File: src/hw/part_map.vh
/*
 * part_map.vh: register map, field positions, reset values, counter top and
 * bus response codes of the pwm auto-reload timer.
 * assumes: included by the timer core; byte registers sit in the low bits
 * of aligned 32-bit AXI4-Lite words, upper bits read as zero.
 */
`ifndef PART_MAP_VH
`define PART_MAP_VH

// byte addresses of the register words
`define PART_ADDR_DUTY0     8'h00
`define PART_ADDR_DUTY1     8'h04
`define PART_ADDR_DUTY2     8'h08
`define PART_ADDR_DUTY3     8'h0c
`define PART_ADDR_PWMCTL    8'h10
`define PART_ADDR_CTLSTAT   8'h14
`define PART_ADDR_CNT       8'h18
`define PART_ADDR_RELOAD    8'h1c
`define PART_ADDR_CAPCTL    8'h20
`define PART_ADDR_CAP1      8'h24
`define PART_ADDR_CAP2      8'h28
`define PART_ADDR_HALT      8'h2c

// timer_control_status fields
`define PART_CS_EXTERNAL_CLOCK_SELECT        7
`define PART_CS_PSC_HI      6
`define PART_CS_PSC_LO      4
`define PART_CS_TCE         3
`define PART_CS_FORCE_RELOAD        2
`define PART_CS_OIE         1
`define PART_CS_OVF         0

// capture_control_status fields
`define PART_CC_EDGE        4
`define PART_CC_IE          2
`define PART_CC_FLAG        0

// pwm_output_control fields
`define PART_PC_OE          4
`define PART_PC_POL         0

`define PART_BYTE_ZERO      8'h00
`define PART_CNT_MAX        8'hff
`define PART_PSC_ZERO       7'h00
`define PART_RESP_OKAY      2'b00
`define PART_RESP_SLVERR    2'b10

`endif

File: src/hw/part_timer.v
/*
 * part_timer.v: 8-bit auto-reload pwm timer with 7-bit prescaler, four
 * double-buffered pwm channels, overflow time base and two input captures,
 * reached by software over an AXI4-Lite slave.
 * assumes: one clock mclk_in; pins are synchronous to it; halt_in is a level
 * from the power manager; the external clock pin is sampled and its rising
 * edge is used as an event.
 */
`timescale 1ns/1ps
`include "part_map.vh"

module part_timer
#(
	parameter NCH = 4,   // pwm channels
	parameter NCAP = 2   // capture channels
)
(
	input  wire            mclk_in,        // 125 MHz clock
	input  wire            rst_in,         // async reset, high
	input  wire [7:0]      s_axi_awaddr,   // write address
	input  wire            s_axi_awvalid,  // write address valid
	output wire            s_axi_awready,  // write address ready
	input  wire [31:0]     s_axi_wdata,    // write data
	input  wire [3:0]      s_axi_wstrb,    // write strobes
	input  wire            s_axi_wvalid,   // write data valid
	output wire            s_axi_wready,   // write data ready
	output reg  [1:0]      s_axi_bresp,    // write response
	output reg             s_axi_bvalid,   // write response valid
	input  wire            s_axi_bready,   // write response ready
	input  wire [7:0]      s_axi_araddr,   // read address
	input  wire            s_axi_arvalid,  // read address valid
	output wire            s_axi_arready,  // read address ready
	output reg  [31:0]     s_axi_rdata,    // read data
	output reg  [1:0]      s_axi_rresp,    // read response
	output reg             s_axi_rvalid,   // read data valid
	input  wire            s_axi_rready,   // read data ready
	input  wire            halt_in,        // device in halt mode
	input  wire            ext_clock_in,   // external clock pin
	input  wire [NCAP-1:0] capture_input_pin_in, // capture pins
	output reg  [NCH-1:0]  pulse_output_pin_out, // pwm pin levels
	output reg  [NCH-1:0]  pulse_oe_n_out, // pin drive enable, low=drive
	output wire            overflow_irq_out,     // overflow request
	output wire [NCAP-1:0] capture_irq_out,      // capture requests
	output wire            wake_out        // wake from halt
);

	// software registers
	reg  [7:0]      timer_control_status; // flag bit kept in overflow_flag
	reg  [7:0]      counter_access;
	reg  [7:0]      auto_reload_value;
	reg  [7:0]      pwm_output_control;
	reg  [7:0]      duty_cycle_value [0:NCH-1];
	reg  [7:0]      hidden_compare_value [0:NCH-1];
	reg  [NCAP-1:0] capture_edge_select;
	reg  [NCAP-1:0] capture_irq_enable;
	reg  [NCAP-1:0] capture_flag;
	reg  [7:0]      capture_value [0:NCAP-1];
	reg             overflow_flag;
	reg  [6:0]      prescaler;
	reg  [NCH-1:0]  pwm_raw;      // level before polarity
	reg             ext_prev;
	reg  [NCAP-1:0] cap_prev;

	// bus side state
	reg             aw_held;
	reg             w_held;
	reg  [7:0]      aw_addr;
	reg  [31:0]     w_data;
	reg  [3:0]      w_strb;

	integer i;

	wire       ext_sel = timer_control_status[`PART_CS_EXTERNAL_CLOCK_SELECT];
	wire [2:0] psc_sel =
		timer_control_status[`PART_CS_PSC_HI:`PART_CS_PSC_LO];
	wire       cnt_en = timer_control_status[`PART_CS_TCE];
	wire [NCH-1:0] oe = pwm_output_control[`PART_PC_OE +: NCH];
	wire [NCH-1:0] pol = pwm_output_control[`PART_PC_POL +: NCH];

	// true when a stored byte lane 0 write hits the given address
	function wr_hit;
		input [7:0] a;
		input [7:0] target;
		input [3:0] strb;
		begin
			wr_hit = (a == target) && strb[0];
		end
	endfunction

	// tick of the 2^n prescaler tap: all lower bits set
	function tap_tick;
		input [6:0] p;
		input [2:0] n;
		reg   [6:0] m;
		begin
			m = (7'h01 << n) - 7'h01;
			tap_tick = ((p & m) == m);
		end
	endfunction

	// write channel: take address and data in either order
	assign s_axi_awready = !aw_held && !s_axi_bvalid;
	assign s_axi_wready  = !w_held && !s_axi_bvalid;
	wire wr_go = aw_held && w_held && !s_axi_bvalid;
	wire [7:0] wa = aw_addr;
	wire [7:0] wd = w_data[7:0];

	// read channel: one read outstanding, answered next cycle
	assign s_axi_arready = !s_axi_rvalid;
	wire rd_go = s_axi_arvalid && s_axi_arready;

	// register file writes from software
	wire wr_csr = wr_go && wr_hit(wa, `PART_ADDR_CTLSTAT, w_strb);
	wire wr_cnt = wr_go && wr_hit(wa, `PART_ADDR_CNT, w_strb);
	wire force_rl = wr_csr && wd[`PART_CS_FORCE_RELOAD];

	// side effects of reads
	wire rd_csr = rd_go && (s_axi_araddr == `PART_ADDR_CTLSTAT);
	wire [NCAP-1:0] rd_cap;
	assign rd_cap[0] = rd_go && (s_axi_araddr == `PART_ADDR_CAP1);
	assign rd_cap[1] = rd_go && (s_axi_araddr == `PART_ADDR_CAP2);

	// clock source: cpu clock every cycle or a sampled external rising edge
	wire ext_edge = ext_clock_in && !ext_prev;
	wire src_tick = ext_sel ? ext_edge : 1'b1;
	// halt stops the whole counting chain, so pwm freezes too
	wire run = cnt_en && !halt_in && src_tick;
	wire cnt_tick = run && tap_tick(prescaler, psc_sel);
	wire ovf = cnt_tick && (counter_access == `PART_CNT_MAX);

	// capture edges per channel
	wire [NCAP-1:0] cap_edge =
		(capture_input_pin_in & ~cap_prev & capture_edge_select) |
		(~capture_input_pin_in & cap_prev & ~capture_edge_select);

	// bus handshake state
	always @(posedge mclk_in or posedge rst_in)
	begin
		if (rst_in)
		begin
			aw_held <= 1'b0;
			w_held <= 1'b0;
			aw_addr <= 8'h00;
			w_data <= 32'h0000_0000;
			w_strb <= 4'h0;
			s_axi_bvalid <= 1'b0;
			s_axi_bresp <= `PART_RESP_OKAY;
		end
		else
		begin
			if (s_axi_awvalid && s_axi_awready)
			begin
				aw_held <= 1'b1;
				aw_addr <= s_axi_awaddr;
			end
			if (s_axi_wvalid && s_axi_wready)
			begin
				w_held <= 1'b1;
				w_data <= s_axi_wdata;
				w_strb <= s_axi_wstrb;
			end
			if (wr_go)
			begin
				aw_held <= 1'b0;
				w_held <= 1'b0;
				s_axi_bvalid <= 1'b1;
				// unmapped or read-only words answer slave error
				s_axi_bresp <= (wa > `PART_ADDR_CAPCTL || wa[1:0] != 2'b00) ?
					`PART_RESP_SLVERR : `PART_RESP_OKAY;
			end
			else if (s_axi_bvalid && s_axi_bready)
				s_axi_bvalid <= 1'b0;
		end
	end

	// read data path, registered
	always @(posedge mclk_in or posedge rst_in)
	begin
		if (rst_in)
		begin
			s_axi_rvalid <= 1'b0;
			s_axi_rdata <= 32'h0000_0000;
			s_axi_rresp <= `PART_RESP_OKAY;
		end
		else if (rd_go)
		begin
			s_axi_rvalid <= 1'b1;
			s_axi_rresp <= `PART_RESP_OKAY;
			s_axi_rdata <= 32'h0000_0000;
			case (s_axi_araddr)
			`PART_ADDR_DUTY0:  s_axi_rdata[7:0] <= duty_cycle_value[0];
			`PART_ADDR_DUTY1:  s_axi_rdata[7:0] <= duty_cycle_value[1];
			`PART_ADDR_DUTY2:  s_axi_rdata[7:0] <= duty_cycle_value[2];
			`PART_ADDR_DUTY3:  s_axi_rdata[7:0] <= duty_cycle_value[3];
			`PART_ADDR_PWMCTL: s_axi_rdata[7:0] <= pwm_output_control;
			// force reload reads as zero, flag shows live
			`PART_ADDR_CTLSTAT: s_axi_rdata[7:0] <=
				{timer_control_status[`PART_CS_EXTERNAL_CLOCK_SELECT:`PART_CS_TCE],
				 1'b0,
				 timer_control_status[`PART_CS_OIE], overflow_flag};
			`PART_ADDR_CNT:    s_axi_rdata[7:0] <= counter_access;
			`PART_ADDR_RELOAD: s_axi_rdata[7:0] <= auto_reload_value;
			`PART_ADDR_CAPCTL: s_axi_rdata[7:0] <=
				{2'b00, capture_edge_select, capture_irq_enable, capture_flag};
			`PART_ADDR_CAP1:   s_axi_rdata[7:0] <= capture_value[0];
			`PART_ADDR_CAP2:   s_axi_rdata[7:0] <= capture_value[1];
			`PART_ADDR_HALT:   s_axi_rdata[0] <= halt_in;
			default:           s_axi_rresp <= `PART_RESP_SLVERR;
			endcase
		end
		else if (s_axi_rvalid && s_axi_rready)
			s_axi_rvalid <= 1'b0;
	end

	// control registers written by software
	always @(posedge mclk_in or posedge rst_in)
	begin
		if (rst_in)
		begin
			timer_control_status <= `PART_BYTE_ZERO;
			auto_reload_value <= `PART_BYTE_ZERO;
			pwm_output_control <= `PART_BYTE_ZERO;
			capture_edge_select <= {NCAP{1'b0}};
			capture_irq_enable <= {NCAP{1'b0}};
			for (i = 0; i < NCH; i = i + 1)
				duty_cycle_value[i] <= `PART_BYTE_ZERO;
		end
		else if (wr_go && w_strb[0])
		begin
			case (wa)
			`PART_ADDR_DUTY0:  duty_cycle_value[0] <= wd;
			`PART_ADDR_DUTY1:  duty_cycle_value[1] <= wd;
			`PART_ADDR_DUTY2:  duty_cycle_value[2] <= wd;
			`PART_ADDR_DUTY3:  duty_cycle_value[3] <= wd;
			`PART_ADDR_PWMCTL: pwm_output_control <= wd;
			// flag and force reload bits are not stored
			`PART_ADDR_CTLSTAT: timer_control_status <=
				{wd[`PART_CS_EXTERNAL_CLOCK_SELECT:`PART_CS_TCE], 1'b0,
				 wd[`PART_CS_OIE], 1'b0};
			`PART_ADDR_RELOAD: auto_reload_value <= wd;
			`PART_ADDR_CAPCTL:
			begin
				capture_edge_select <= wd[`PART_CC_EDGE +: NCAP];
				capture_irq_enable <= wd[`PART_CC_IE +: NCAP];
			end
			default: ;
			endcase
		end
	end

	// prescaler and counter
	always @(posedge mclk_in or posedge rst_in)
	begin
		if (rst_in)
		begin
			prescaler <= `PART_PSC_ZERO;
			counter_access <= `PART_BYTE_ZERO;
			ext_prev <= 1'b0;
		end
		else
		begin
			ext_prev <= ext_clock_in;
			if (wr_cnt)
			begin
				// software load wins over counting in the same cycle
				counter_access <= wd;
				prescaler <= `PART_PSC_ZERO;
			end
			else if (force_rl)
			begin
				counter_access <= auto_reload_value;
				prescaler <= `PART_PSC_ZERO;
			end
			else if (run)
			begin
				prescaler <= prescaler + 7'h01;
				if (ovf)
					counter_access <= auto_reload_value;
				else if (cnt_tick)
					counter_access <= counter_access + 8'h01;
			end
		end
	end

	// overflow flag: a new overflow wins over the clearing read
	always @(posedge mclk_in or posedge rst_in)
	begin
		if (rst_in)
			overflow_flag <= 1'b0;
		else if (ovf)
			overflow_flag <= 1'b1;
		else if (rd_csr)
			overflow_flag <= 1'b0;
	end

	// double buffered compare and raw pwm level
	always @(posedge mclk_in or posedge rst_in)
	begin
		if (rst_in)
		begin
			pwm_raw <= {NCH{1'b0}};
			for (i = 0; i < NCH; i = i + 1)
				hidden_compare_value[i] <= `PART_BYTE_ZERO;
		end
		else
		begin
			for (i = 0; i < NCH; i = i + 1)
			begin
				if (ovf)
				begin
					// copy only here so a change never glitches mid period
					hidden_compare_value[i] <= duty_cycle_value[i];
					pwm_raw[i] <= 1'b1;
				end
				else if (cnt_tick &&
					counter_access == hidden_compare_value[i])
					pwm_raw[i] <= 1'b0;
			end
		end
	end

	// polarity applied combinationally so a change acts at once; the pin
	// itself is registered, so it shows one clock after the register write
	wire [NCH-1:0] next_pwm_level = pwm_raw ^ pol;

	// pin levels and drive enables
	always @(posedge mclk_in or posedge rst_in)
	begin
		if (rst_in)
		begin
			pulse_output_pin_out <= {NCH{1'b0}};
			pulse_oe_n_out <= {NCH{1'b1}};
		end
		else
		begin
			pulse_output_pin_out <= oe & (next_pwm_level);
			pulse_oe_n_out <= ~oe;
		end
	end

	// capture channels: a new edge is ignored while the flag stands
	always @(posedge mclk_in or posedge rst_in)
	begin
		if (rst_in)
		begin
			cap_prev <= {NCAP{1'b0}};
			capture_flag <= {NCAP{1'b0}};
			for (i = 0; i < NCAP; i = i + 1)
				capture_value[i] <= `PART_BYTE_ZERO;
		end
		else
		begin
			cap_prev <= capture_input_pin_in;
			for (i = 0; i < NCAP; i = i + 1)
			begin
				if (cap_edge[i] && !capture_flag[i])
				begin
					capture_value[i] <= counter_access;
					capture_flag[i] <= 1'b1;
				end
				else if (rd_cap[i])
					capture_flag[i] <= 1'b0;
			end
		end
	end

	// interrupt requests and halt wake
	assign overflow_irq_out = overflow_flag &
		timer_control_status[`PART_CS_OIE];
	assign capture_irq_out = capture_flag & capture_irq_enable;
	assign wake_out = halt_in && (|capture_irq_out);

endmodule

File: config.mk
export PLATFORM = sky130hd
export DESIGN_NAME = part_timer
export DESIGN_NICKNAME = d
export VERILOG_FILES = /design/src/hw/part_timer.v
export VERILOG_INCLUDE_DIRS = /design/src /design/src/hw
export SDC_FILE = /design/constraint.sdc
export NUM_CORES = 1
export LEC_CHECK = 0
export ABC_AREA = 1
export BUFFER_PORTS_ARGS = -buffer_cell sky130_fd_sc_hd__buf_4
export CAP_MARGIN = 30
export CORE_MARGIN = 1
export CORE_UTILIZATION = 35
export DETAILED_ROUTE_END_ITERATION = 7
export PLACE_DENSITY = 0.63
export SLEW_MARGIN = 20
export SYNTH_ARGS = -nofsm -noshare
export SYNTH_HDL_FRONTEND = slang
export SYNTH_SLANG_ARGS = --single-unit
File: constraint.sdc
create_clock -name mclk_in -period 13.8 [get_ports mclk_in]
set_clock_uncertainty 0.05 [all_clocks]
set_input_delay 1.38 -clock mclk_in [delete_from_list [all_inputs] [get_ports mclk_in]]
set_output_delay 1.38 -clock mclk_in [all_outputs]
set_load 0.05 [all_outputs]
Word level (Yosys, flattened, before mapping)
Index checks and enable logic that the tools add are counted.

Bits in registers: 172. Bits of input ports: 63. Output and inout bits: 53. Word-level logic and storage cells: 183.

Add/sub/neg operators: 3. Order comparisons: 1. Equality and inequality tests: 25. Shifts and indexed selects: 1. Mux-type cells: 35. Bitwise gates (word level): 14. Reduce and logical (&&, ||, !) cells: 66.

Operators by type and width (number): $pmux 7 s11 (1); $eq 8x5->1 const B (8); $eq 8x6->1 const B (5); $mux 8 (5); $eq 8x4->1 const B (4); $eq 8x8->1 (4); $logic_and 1x1->1 (30); $reduce_bool 2->1 (12); $mux 1 (23); $mux 7 (3); $reduce_and 2->1 (9); $eq 8x3->1 const B (2); $logic_not 8->1 (2); $pmux 1 s12 (1); $reduce_or 12->1 (1); $and 2x2->2 (5); $add 8x1->8 const B (1); $eq 8x8->1 const B (1); $gt 8x6->1 const B (1); $logic_not 1->1 (8); $add 7x1->7 const B (1); $and 7x7->7 (1); $eq 7x7->1 (1); $shl 1x3->7 const A (1); 12 further kinds (15).

Longest topological paths before layout
Gate-level depths: netlist of run 1.

Depth in word-level cells: 10. Depth in mapped cells: 16. Mapped depth without buffers: 15.

Worst setup path before layout of run 1
OpenSTA, ideal clock, no wires.

Path type: input-to-output. Start point: in halt_in. End point: out wake_out. Arrival time: 2184 ps. Required time: 12370 ps. Slack: 10186 ps. Stages on the path: 2. Path buffers: 0. Path through: inv_1 > a21oi_1.

Cells in the longest elaborated chain, start to end: 1.

Ends and longest elaborated chain: start, declared (line part_timer.v:37) `input wire halt_in,`; $logic_and 1x1->1 (line part_timer.v:371) `assign wake_out = halt_in && (|capture_irq_out);`; end, declared (line part_timer.v:44) `output wire wake_out`.

Every way passes these cells.

Final worst setup path of run 1
Ends and elaborated chain as after synthesis.

==> out/metrics.cfg, run 1 <==
[clock_tree]
clock_tree.htree_level_count = 4
clock_latency_ns = 0.44
clk_transition_reported_paths_ns = 0.07
cts_buffers = 17
numClockSinks = 170
clock-root-buffer = clkbuf_16
clk_path_buf_depth = 2
post_cts_hold_buffer_count = 0
resized_gates_after_cts = 0
cts_tree = yes
postCtsSetupBuffers = 0

[worst_setup_path]
worstReg2RegEnd = counter_access[7]
arrival_ns = 1.91
setup.worst_path.end_class = output port
worstSetupPathType = in2out
worst_ep_required_time_ns = 12.37
cp_max_fo = 3
timing.reg2reg.worst_path_depth = 14
critical_path.endpoint = wake_out
startpoint = halt_in
reg2reg_from = timer_control_status[5]
crit_path_start_kind = input pin
reg2reg_setup_slack_ns = 10.69

[floorplan]
floorplan.io_pins = 116
die-area_mm2 = 0.02448
core-area_mm2 = 0.02340
die_w_um = 156.5
num_rows = 56
dieHeight_um = 156.5
initial_util_pct = 35.69

[logic_synthesis]
syn-instance-count = 972
synth.yosys.seq_area_share_pct = 51.00
ys_warn_count = 0
syn_area_per_cell_um2 = 8.592
ys.flop_type = dfrtp_1
post-synth-top-count-cell = nand2_1
synth.cell_area_mm2 = 0.008352
synth_area_leaders = dfrtp_1 (50%), nand2_1 (10%), o21ai_0 (6.1%)
synthArstFlopShare_pct = 100.0
post_synth_num_cell_types = 46
yosysTopAreaCell = dfrtp_1
ys_ff_latch = 170
synth.top_cell.area_share_pct = 49.74
most_common_library_cells_after_synthesis = nand2_1 (224), dfrtp_1 (166), o21ai_0 (102), inv_1 (98), nor2_1 (70)
post_synth_edffs = 0

[power_and_ir_drop]
power.share.combinational_pct = 23.4
power.clock.fraction_pct = 33.0
leakagePower_nw = 4.454
p_int_mw = 0.9804
power_density_mw_per_mm2 = 157.6
maximum_vdd_ir_drop_uv = 101.6
power.switching_fraction_pct = 35.06
power.switching_mw = 0.5294
seq_power_share_pct = 43.6

[final_layout]
layout-drive-gt1-share_pct = 14.96
final-instance-count-excl-fill = 1355
antennaDiodeCount = 0
layout.core_utilization_pct = 40.94
area_growth_pct = 14.71
fin_nets = 1089
nFillCells = 2388
area_used_by_multi_input_combinational_logic_mm2 = 0.003396
final-seq-area_mm2 = 0.004259

[outcome]
run_status = complete, no violations

[placement]
gpl.final_weighted_congestion = 0.8820
io_buffers = 62
hpwl_mm = 15.11
dp_worst_slack_ns = 10.09
post-place-cells = 1323

[global_route]
antenna_found_initial = 0
gr-usage-all-layers_pct = 17.95
via_count_of_the_first_global_routing_pass = 6066
first_pass_grt_wire_length_mm = 33.17
global_route.overflow_total = 0
grt_max_degree = 85

[route]
routed_wirelength_mm = 20.85
antenna_left = 0
route.vias.total = 6541
drc_marker_count_from_the_first_detailed_route_iteration = 562
remaining_drc_errors = 0
post_drt_wl_per_cell_um = 15.39
drtPass1Iterations = 5
vias_per_cell = 4.827

[timing]
post-route-period-util_pct = 24.22
holdWs_ns = 0.3906
timing.final.hold_violations = 0
timing_worst_slew_pin_value_ns = 0.7352
fin_ws_ns = 10.46
timing_max_transition_violations_final = 0
setup-violations-final = 0
timing.fmax_ghz = 0.2991
setup_total_negative_slack_ns = 0
slew_headroom_pct = 50.99
timing.final.crit_period_ns = 3.343
unrepaired_setup_endpoints_after_global_routing = false

[worst_hold_path]
hold_class = reg2reg

[flow_run]
maxCapViolations = 0

-- power groups by stage --
stage          sequential [mW]  combinational [mW]  clock (mW)
2_1_floorplan            0.652               0.262           0
3_3_place_gp             0.663               0.347           0
3_5_place_dp             0.666               0.354           0
4_1_cts                  0.657               0.356       0.506
5_1_grt                  0.669               0.391       0.525
6_report                 0.658               0.354       0.498
-- cell type report --
class / instances / area share (%)
clock buffer: 17 / 4.440
clock inverter: 15 / 1.959
inverter: 102 / 4.075
multi-input combinational: 665 / 35.44
sequential: 170 / 44.46
tap: 319 / 4.166
timing repair buffer: 67 / 5.459
-- worst min path at each step --
stage	startpoint	to	slack [ns]	cells past startpoint
2_1_floorplan	pwm_output_control[4]	pulse_oe_n_out[0]	0.33	1
3_3_place_gp	pwm_output_control[4]	pulse_oe_n_out[0]	0.38	1
3_5_place_dp	pwm_output_control[4]	pulse_oe_n_out[0]	0.39	1
4_1_cts	pwm_output_control[4]	pulse_oe_n_out[0]	0.40	1
5_1_grt	pwm_output_control[4]	pulse_oe_n_out[0]	0.40	1
6_report	pwm_output_control[4]	pulse_oe_n_out[0]	0.39	1
-- cells in the final DEF (no fill, tap or decap), types with 16 or more instances in the layout --
master     netlist  routed
a21oi_1         34      34
buf_4           31      66
clkbuf_16        0      17
conb_1           1      26
dfrtp_1        166     166
inv_1           98      97
nand2_1        224     224
nand3_1         59      59
nor2_1          70      70
o21ai_0        102     102
o21ai_2         16      16
o22ai_1         21      21
xnor2_1         29      29
-- stage by stage --
step           cell area (um^2)  power (mW)
2_1_floorplan              8446      0.9146
3_3_place_gp               8940       1.010
3_5_place_dp               8967       1.020
4_1_cts                    9580       1.518
5_1_grt                    9580       1.585
6_report                   9580       1.510
-- cell families (layout without fill, tap and decap cells) --
logic type,Yosys count,after routing,share of synthesized area [%]
AND/OR/NAND/NOR,403,403,21.56
multiplexers,5,5,0.6741
flip-flops,170,170,51.00
buffers and inverters,162,201,9.468
adder cells (fa/ha/maj),3,3,0.4495
AO/OA/AOI/OAI,187,187,12.51
XOR/XNOR,41,41,4.300
other,1,26,0.04490
-- per-layer routing --
layer	vias up	global-route usage (%)	wire length, um
li1	3205	-	-
met1	3121	23.32	9236
met2	167	28.85	9936
met3	48	3.351	958
met4	0	8.543	720
met5	-	0	0
-- worst max-delay path: stages --
cell     delay, ns
buf_4         0.07
inv_1         0.10
a21oi_1       0.14
buf_4         0.21
-- sequential cells by signal (all words and copies together), names as in the netlist, 2 cells and up --
| register | cells |
|---|---|
| auto_reload_value | 8 |
| capture_edge_select | 2 |
| s_axi_rdata | 8 |
| pulse_oe_n_out | 4 |
| pulse_output_pin_out | 4 |
| pwm_raw | 4 |
| counter_access | 8 |
| hidden_compare_value | 32 |
| duty_cycle_value | 32 |
| timer_control_status | 6 |
| pwm_output_control | 8 |
| capture_irq_enable | 2 |
| capture_flag | 2 |
| prescaler | 7 |
| w_data | 8 |
| aw_addr | 8 |
| capture_value | 16 |
| cap_prev | 2 |
(Power assumes the default switching activity.)
==> inputs of run 2 (changes only) <==
Clock period 13.8 ns to 3.46 ns, I/O delays scaled along.
==> out/metrics.cfg, run 2 (same netlist as run 1, synthesis figures left out) <==
[power_and_ir_drop]
totalPowerFinal_mw = 5.986  ; was 1.510 mW
power.share.combinational_pct = 23.6  ; was 23.4%
power.clock.fraction_pct = 32.5  ; was 33.0%
power_density_mw_per_mm2 = 624.1  ; was 157.6 mW/mm^2
seq_power_share_pct = 43.9  ; was 43.6%
maximum_vdd_ir_drop_uv = 359.5  ; was 101.6 uV
power.switching_mw = 2.113  ; was 0.5294 mW
power.switching_fraction_pct = 35.30  ; was 35.06%
p_int_mw = 3.873  ; was 0.9804 mW
leakagePower_nw = 4.459  ; was 4.454 nW

[worst_setup_path]
crit_family = simple AND/OR/NAND/NOR gates  ; was buffers and inverters
cpPeakStageDelay_ns = 0.47  ; was 0.21 ns
worst_ep_required_time_ns = 3.72  ; was 12.37 ns
timing.critical_path.cells = nor2_2 > nand2_1 > ha_1 > nand4_1 > nand3_1 > nand2_1 > inv_1 > a21oi_2 > inv_1 > nor2_1 > a21oi_1  ; was buf_4 > inv_1 > a21oi_1 > buf_4
setup.worst_path.end_class = register  ; was output port
reg2reg_from = timer_control_status[5]  ; unchanged
reg2reg_setup_slack_ns = 0.96  ; was 10.69 ns
worstReg2RegEnd = counter_access[0]  ; was counter_access[7]
worstSetupPathType = reg2reg  ; was in2out
cp_num_buf_inv = 2  ; was 3
crit_path_start_kind = register  ; was input pin
cp_max_fo = 11  ; was 3
timing.reg2reg.worst_path_depth = 11  ; was 14
cp_slowest_cell = a21oi_2  ; was buf_4
arrival_ns = 2.76  ; was 1.91 ns

[timing]
timing.final.hold_violations = 3  ; was 0
slew_headroom_pct = 28.77  ; was 50.99%
post-route-period-util_pct = 72.27
fin_ws_ns = 0.9594  ; was 10.46 ns
timing.fmax_ghz = 0.3999
unrepaired_setup_endpoints_after_global_routing = false  ; unchanged
holdWs_ns = -0.01131  ; was 0.3906 ns
setup-violations-final = 0  ; unchanged
timing_worst_slew_pin_value_ns = 1.068  ; was 0.7352 ns
timing_max_transition_violations_final = 0  ; unchanged
timing.final.crit_period_ns = 2.501
setup_total_negative_slack_ns = 0  ; unchanged

[route]
vias_per_cell = 4.861  ; was 4.827
drtPass1Iterations = 5  ; unchanged
route.vias.total = 6606  ; was 6541
remaining_drc_errors = 0  ; unchanged
drc_marker_count_from_the_first_detailed_route_iteration = 532  ; was 562
post_drt_wl_per_cell_um = 15.54  ; was 15.39 um
routed_wirelength_mm = 21.12  ; was 20.85 mm
antenna_left = 0  ; unchanged

[worst_hold_path]
hold_class = in2async  ; was reg2reg

[final_layout]
area_growth_pct = 14.85  ; was 14.71%
top_flop_regs = duty_cycle_value: 32 flops, hidden_compare_value: 32 flops, capture_value: 16 flops  ; unchanged
most_used_cells_in_the_layout_excluding_fill_and_tap_cells = nand2_1 (224), dfrtp_1 (166), o21ai_0 (102), inv_1 (97), nor2_1 (70)  ; unchanged
antennaDiodeCount = 0  ; unchanged
most_common_cell_after_layout_fill_and_taps_aside = nand2_1  ; unchanged
fin_nets = 1093  ; was 1089
layout.core_utilization_pct = 40.99  ; was 40.94%
layout-drive-gt1-share_pct = 14.90  ; was 14.96%

[clock_tree]
postCtsSetupBuffers = 0  ; unchanged
numClockSinks = 170  ; unchanged
clock-root-buffer = clkbuf_16  ; unchanged
cts_buffers = 17  ; unchanged
cts_tree = yes  ; unchanged
clock_tree.htree_level_count = 4  ; unchanged
clk_transition_reported_paths_ns = 0.07  ; about the same
clock_latency_ns = 0.44  ; about the same
clk_path_buf_depth = 2  ; unchanged

[global_route]
gr-usage-all-layers_pct = 18.30  ; was 17.95%
global_route.overflow_total = 0  ; unchanged
first_pass_grt_wire_length_mm = 33.73  ; was 33.17 mm
via_count_of_the_first_global_routing_pass = 6175  ; was 6066
grt_max_degree = 171  ; was 85
antenna_found_initial = 0  ; unchanged

[placement]
gpl.final_weighted_congestion = 0.8927  ; was 0.8820
hpwl_mm = 15.02  ; was 15.11 mm
io_buffers = 62  ; unchanged
dp_worst_slack_ns = 1.010  ; was 10.09 ns

[floorplan]
dieHeight_um = 156.5  ; unchanged
die_w_um = 156.5  ; unchanged
num_rows = 56  ; unchanged
initial_util_pct = 35.69  ; unchanged
core-area_mm2 = 0.02340  ; unchanged
floorplan.io_pins = 116  ; unchanged
die-area_mm2 = 0.02448  ; unchanged

[flow_run]
maxCapViolations = 0  ; unchanged

[outcome]
failed_checks = hold timing
run_status = finished, violations left  ; was complete, no violations

[run 2: cell type report]
cell class | count | area [um^2]
clock buffer | 20 | 456.7
clock inverter | 12 | 138.9
fill | 2358 | 13810
inverter | 102 | 389.1
multi-input combinational | 665 | 3396
sequential | 170 | 4259
tap | 319 | 399.1
timing repair buffer | 71 | 553.0
[run 2: what timing repair did]
action                                  CTS  global route
endpoints found under the setup margin    0             0
hold buffers                              3             0
hold endpoints to repair                  3             0
gates resized for setup                   0             0
[run 2: routing by layer]
metal  share of wire [%]  track usage (%)
met2                  48            29.49
met3                 5.0            3.794
met1                  44            23.69
met5                   0                0
met4                 3.3            8.123
[run 2: worst register-to-register path: cells and delay by family, from the launching register on]
family / cells / cell delay, ns
buffers and inverters: 2 / 0.36
adder cells (fa/ha/maj): 1 / 0.25
AO/OA/AOI/OAI: 2 / 0.52
AND/OR/NAND/NOR: 6 / 0.75
flip-flops: 1 / 0.45
[run 2: how the worst max path moves through the flow]
stage | startpoint | end | slack, ns | cells past startpoint
finish | timer_control_status[5] | counter_access[0] | 0.96 | 11
global route | timer_control_status[5] | counter_access[5] | 0.72 | 14
CTS | timer_control_status[5] | counter_access[0] | 0.99 | 13
detailed placement | timer_control_status[5] | counter_access[2] | 1.01 | 15
global placement | timer_control_status[5] | counter_access[2] | 1.04 | 15
floorplan | rst_in | auto_reload_value[0] | 0.90 | 1
[run 2: per-stage QoR]
| step | cells | instance area [um^2] | hold WS (ns) |
|---|---|---|---|
| after CTS | 1359 | 9592 | 0.01223 |
| after global placement | 1324 | 8966 | 0.3803 |
| after detailed placement | 1324 | 8966 | 0.3889 |
| final | 1359 | 9592 | -0.01131 |
| after global routing | 1359 | 9592 | 0.01696 |
| after floorplan | 997 | 8449 | 0.3274 |
[run 2: power by group through the flow]
| stage | clock, mW | combinational [mW] | sequential, mW |
|---|---|---|---|
| 6_report | 1.95 | 1.41 | 2.63 |
| 5_1_grt | 2.06 | 1.57 | 2.66 |
| 4_1_cts | 1.98 | 1.42 | 2.62 |
| 3_5_place_dp | 0 | 1.41 | 2.65 |
| 3_3_place_gp | 0 | 1.39 | 2.64 |
| 2_1_floorplan | 0 | 1.05 | 2.60 |
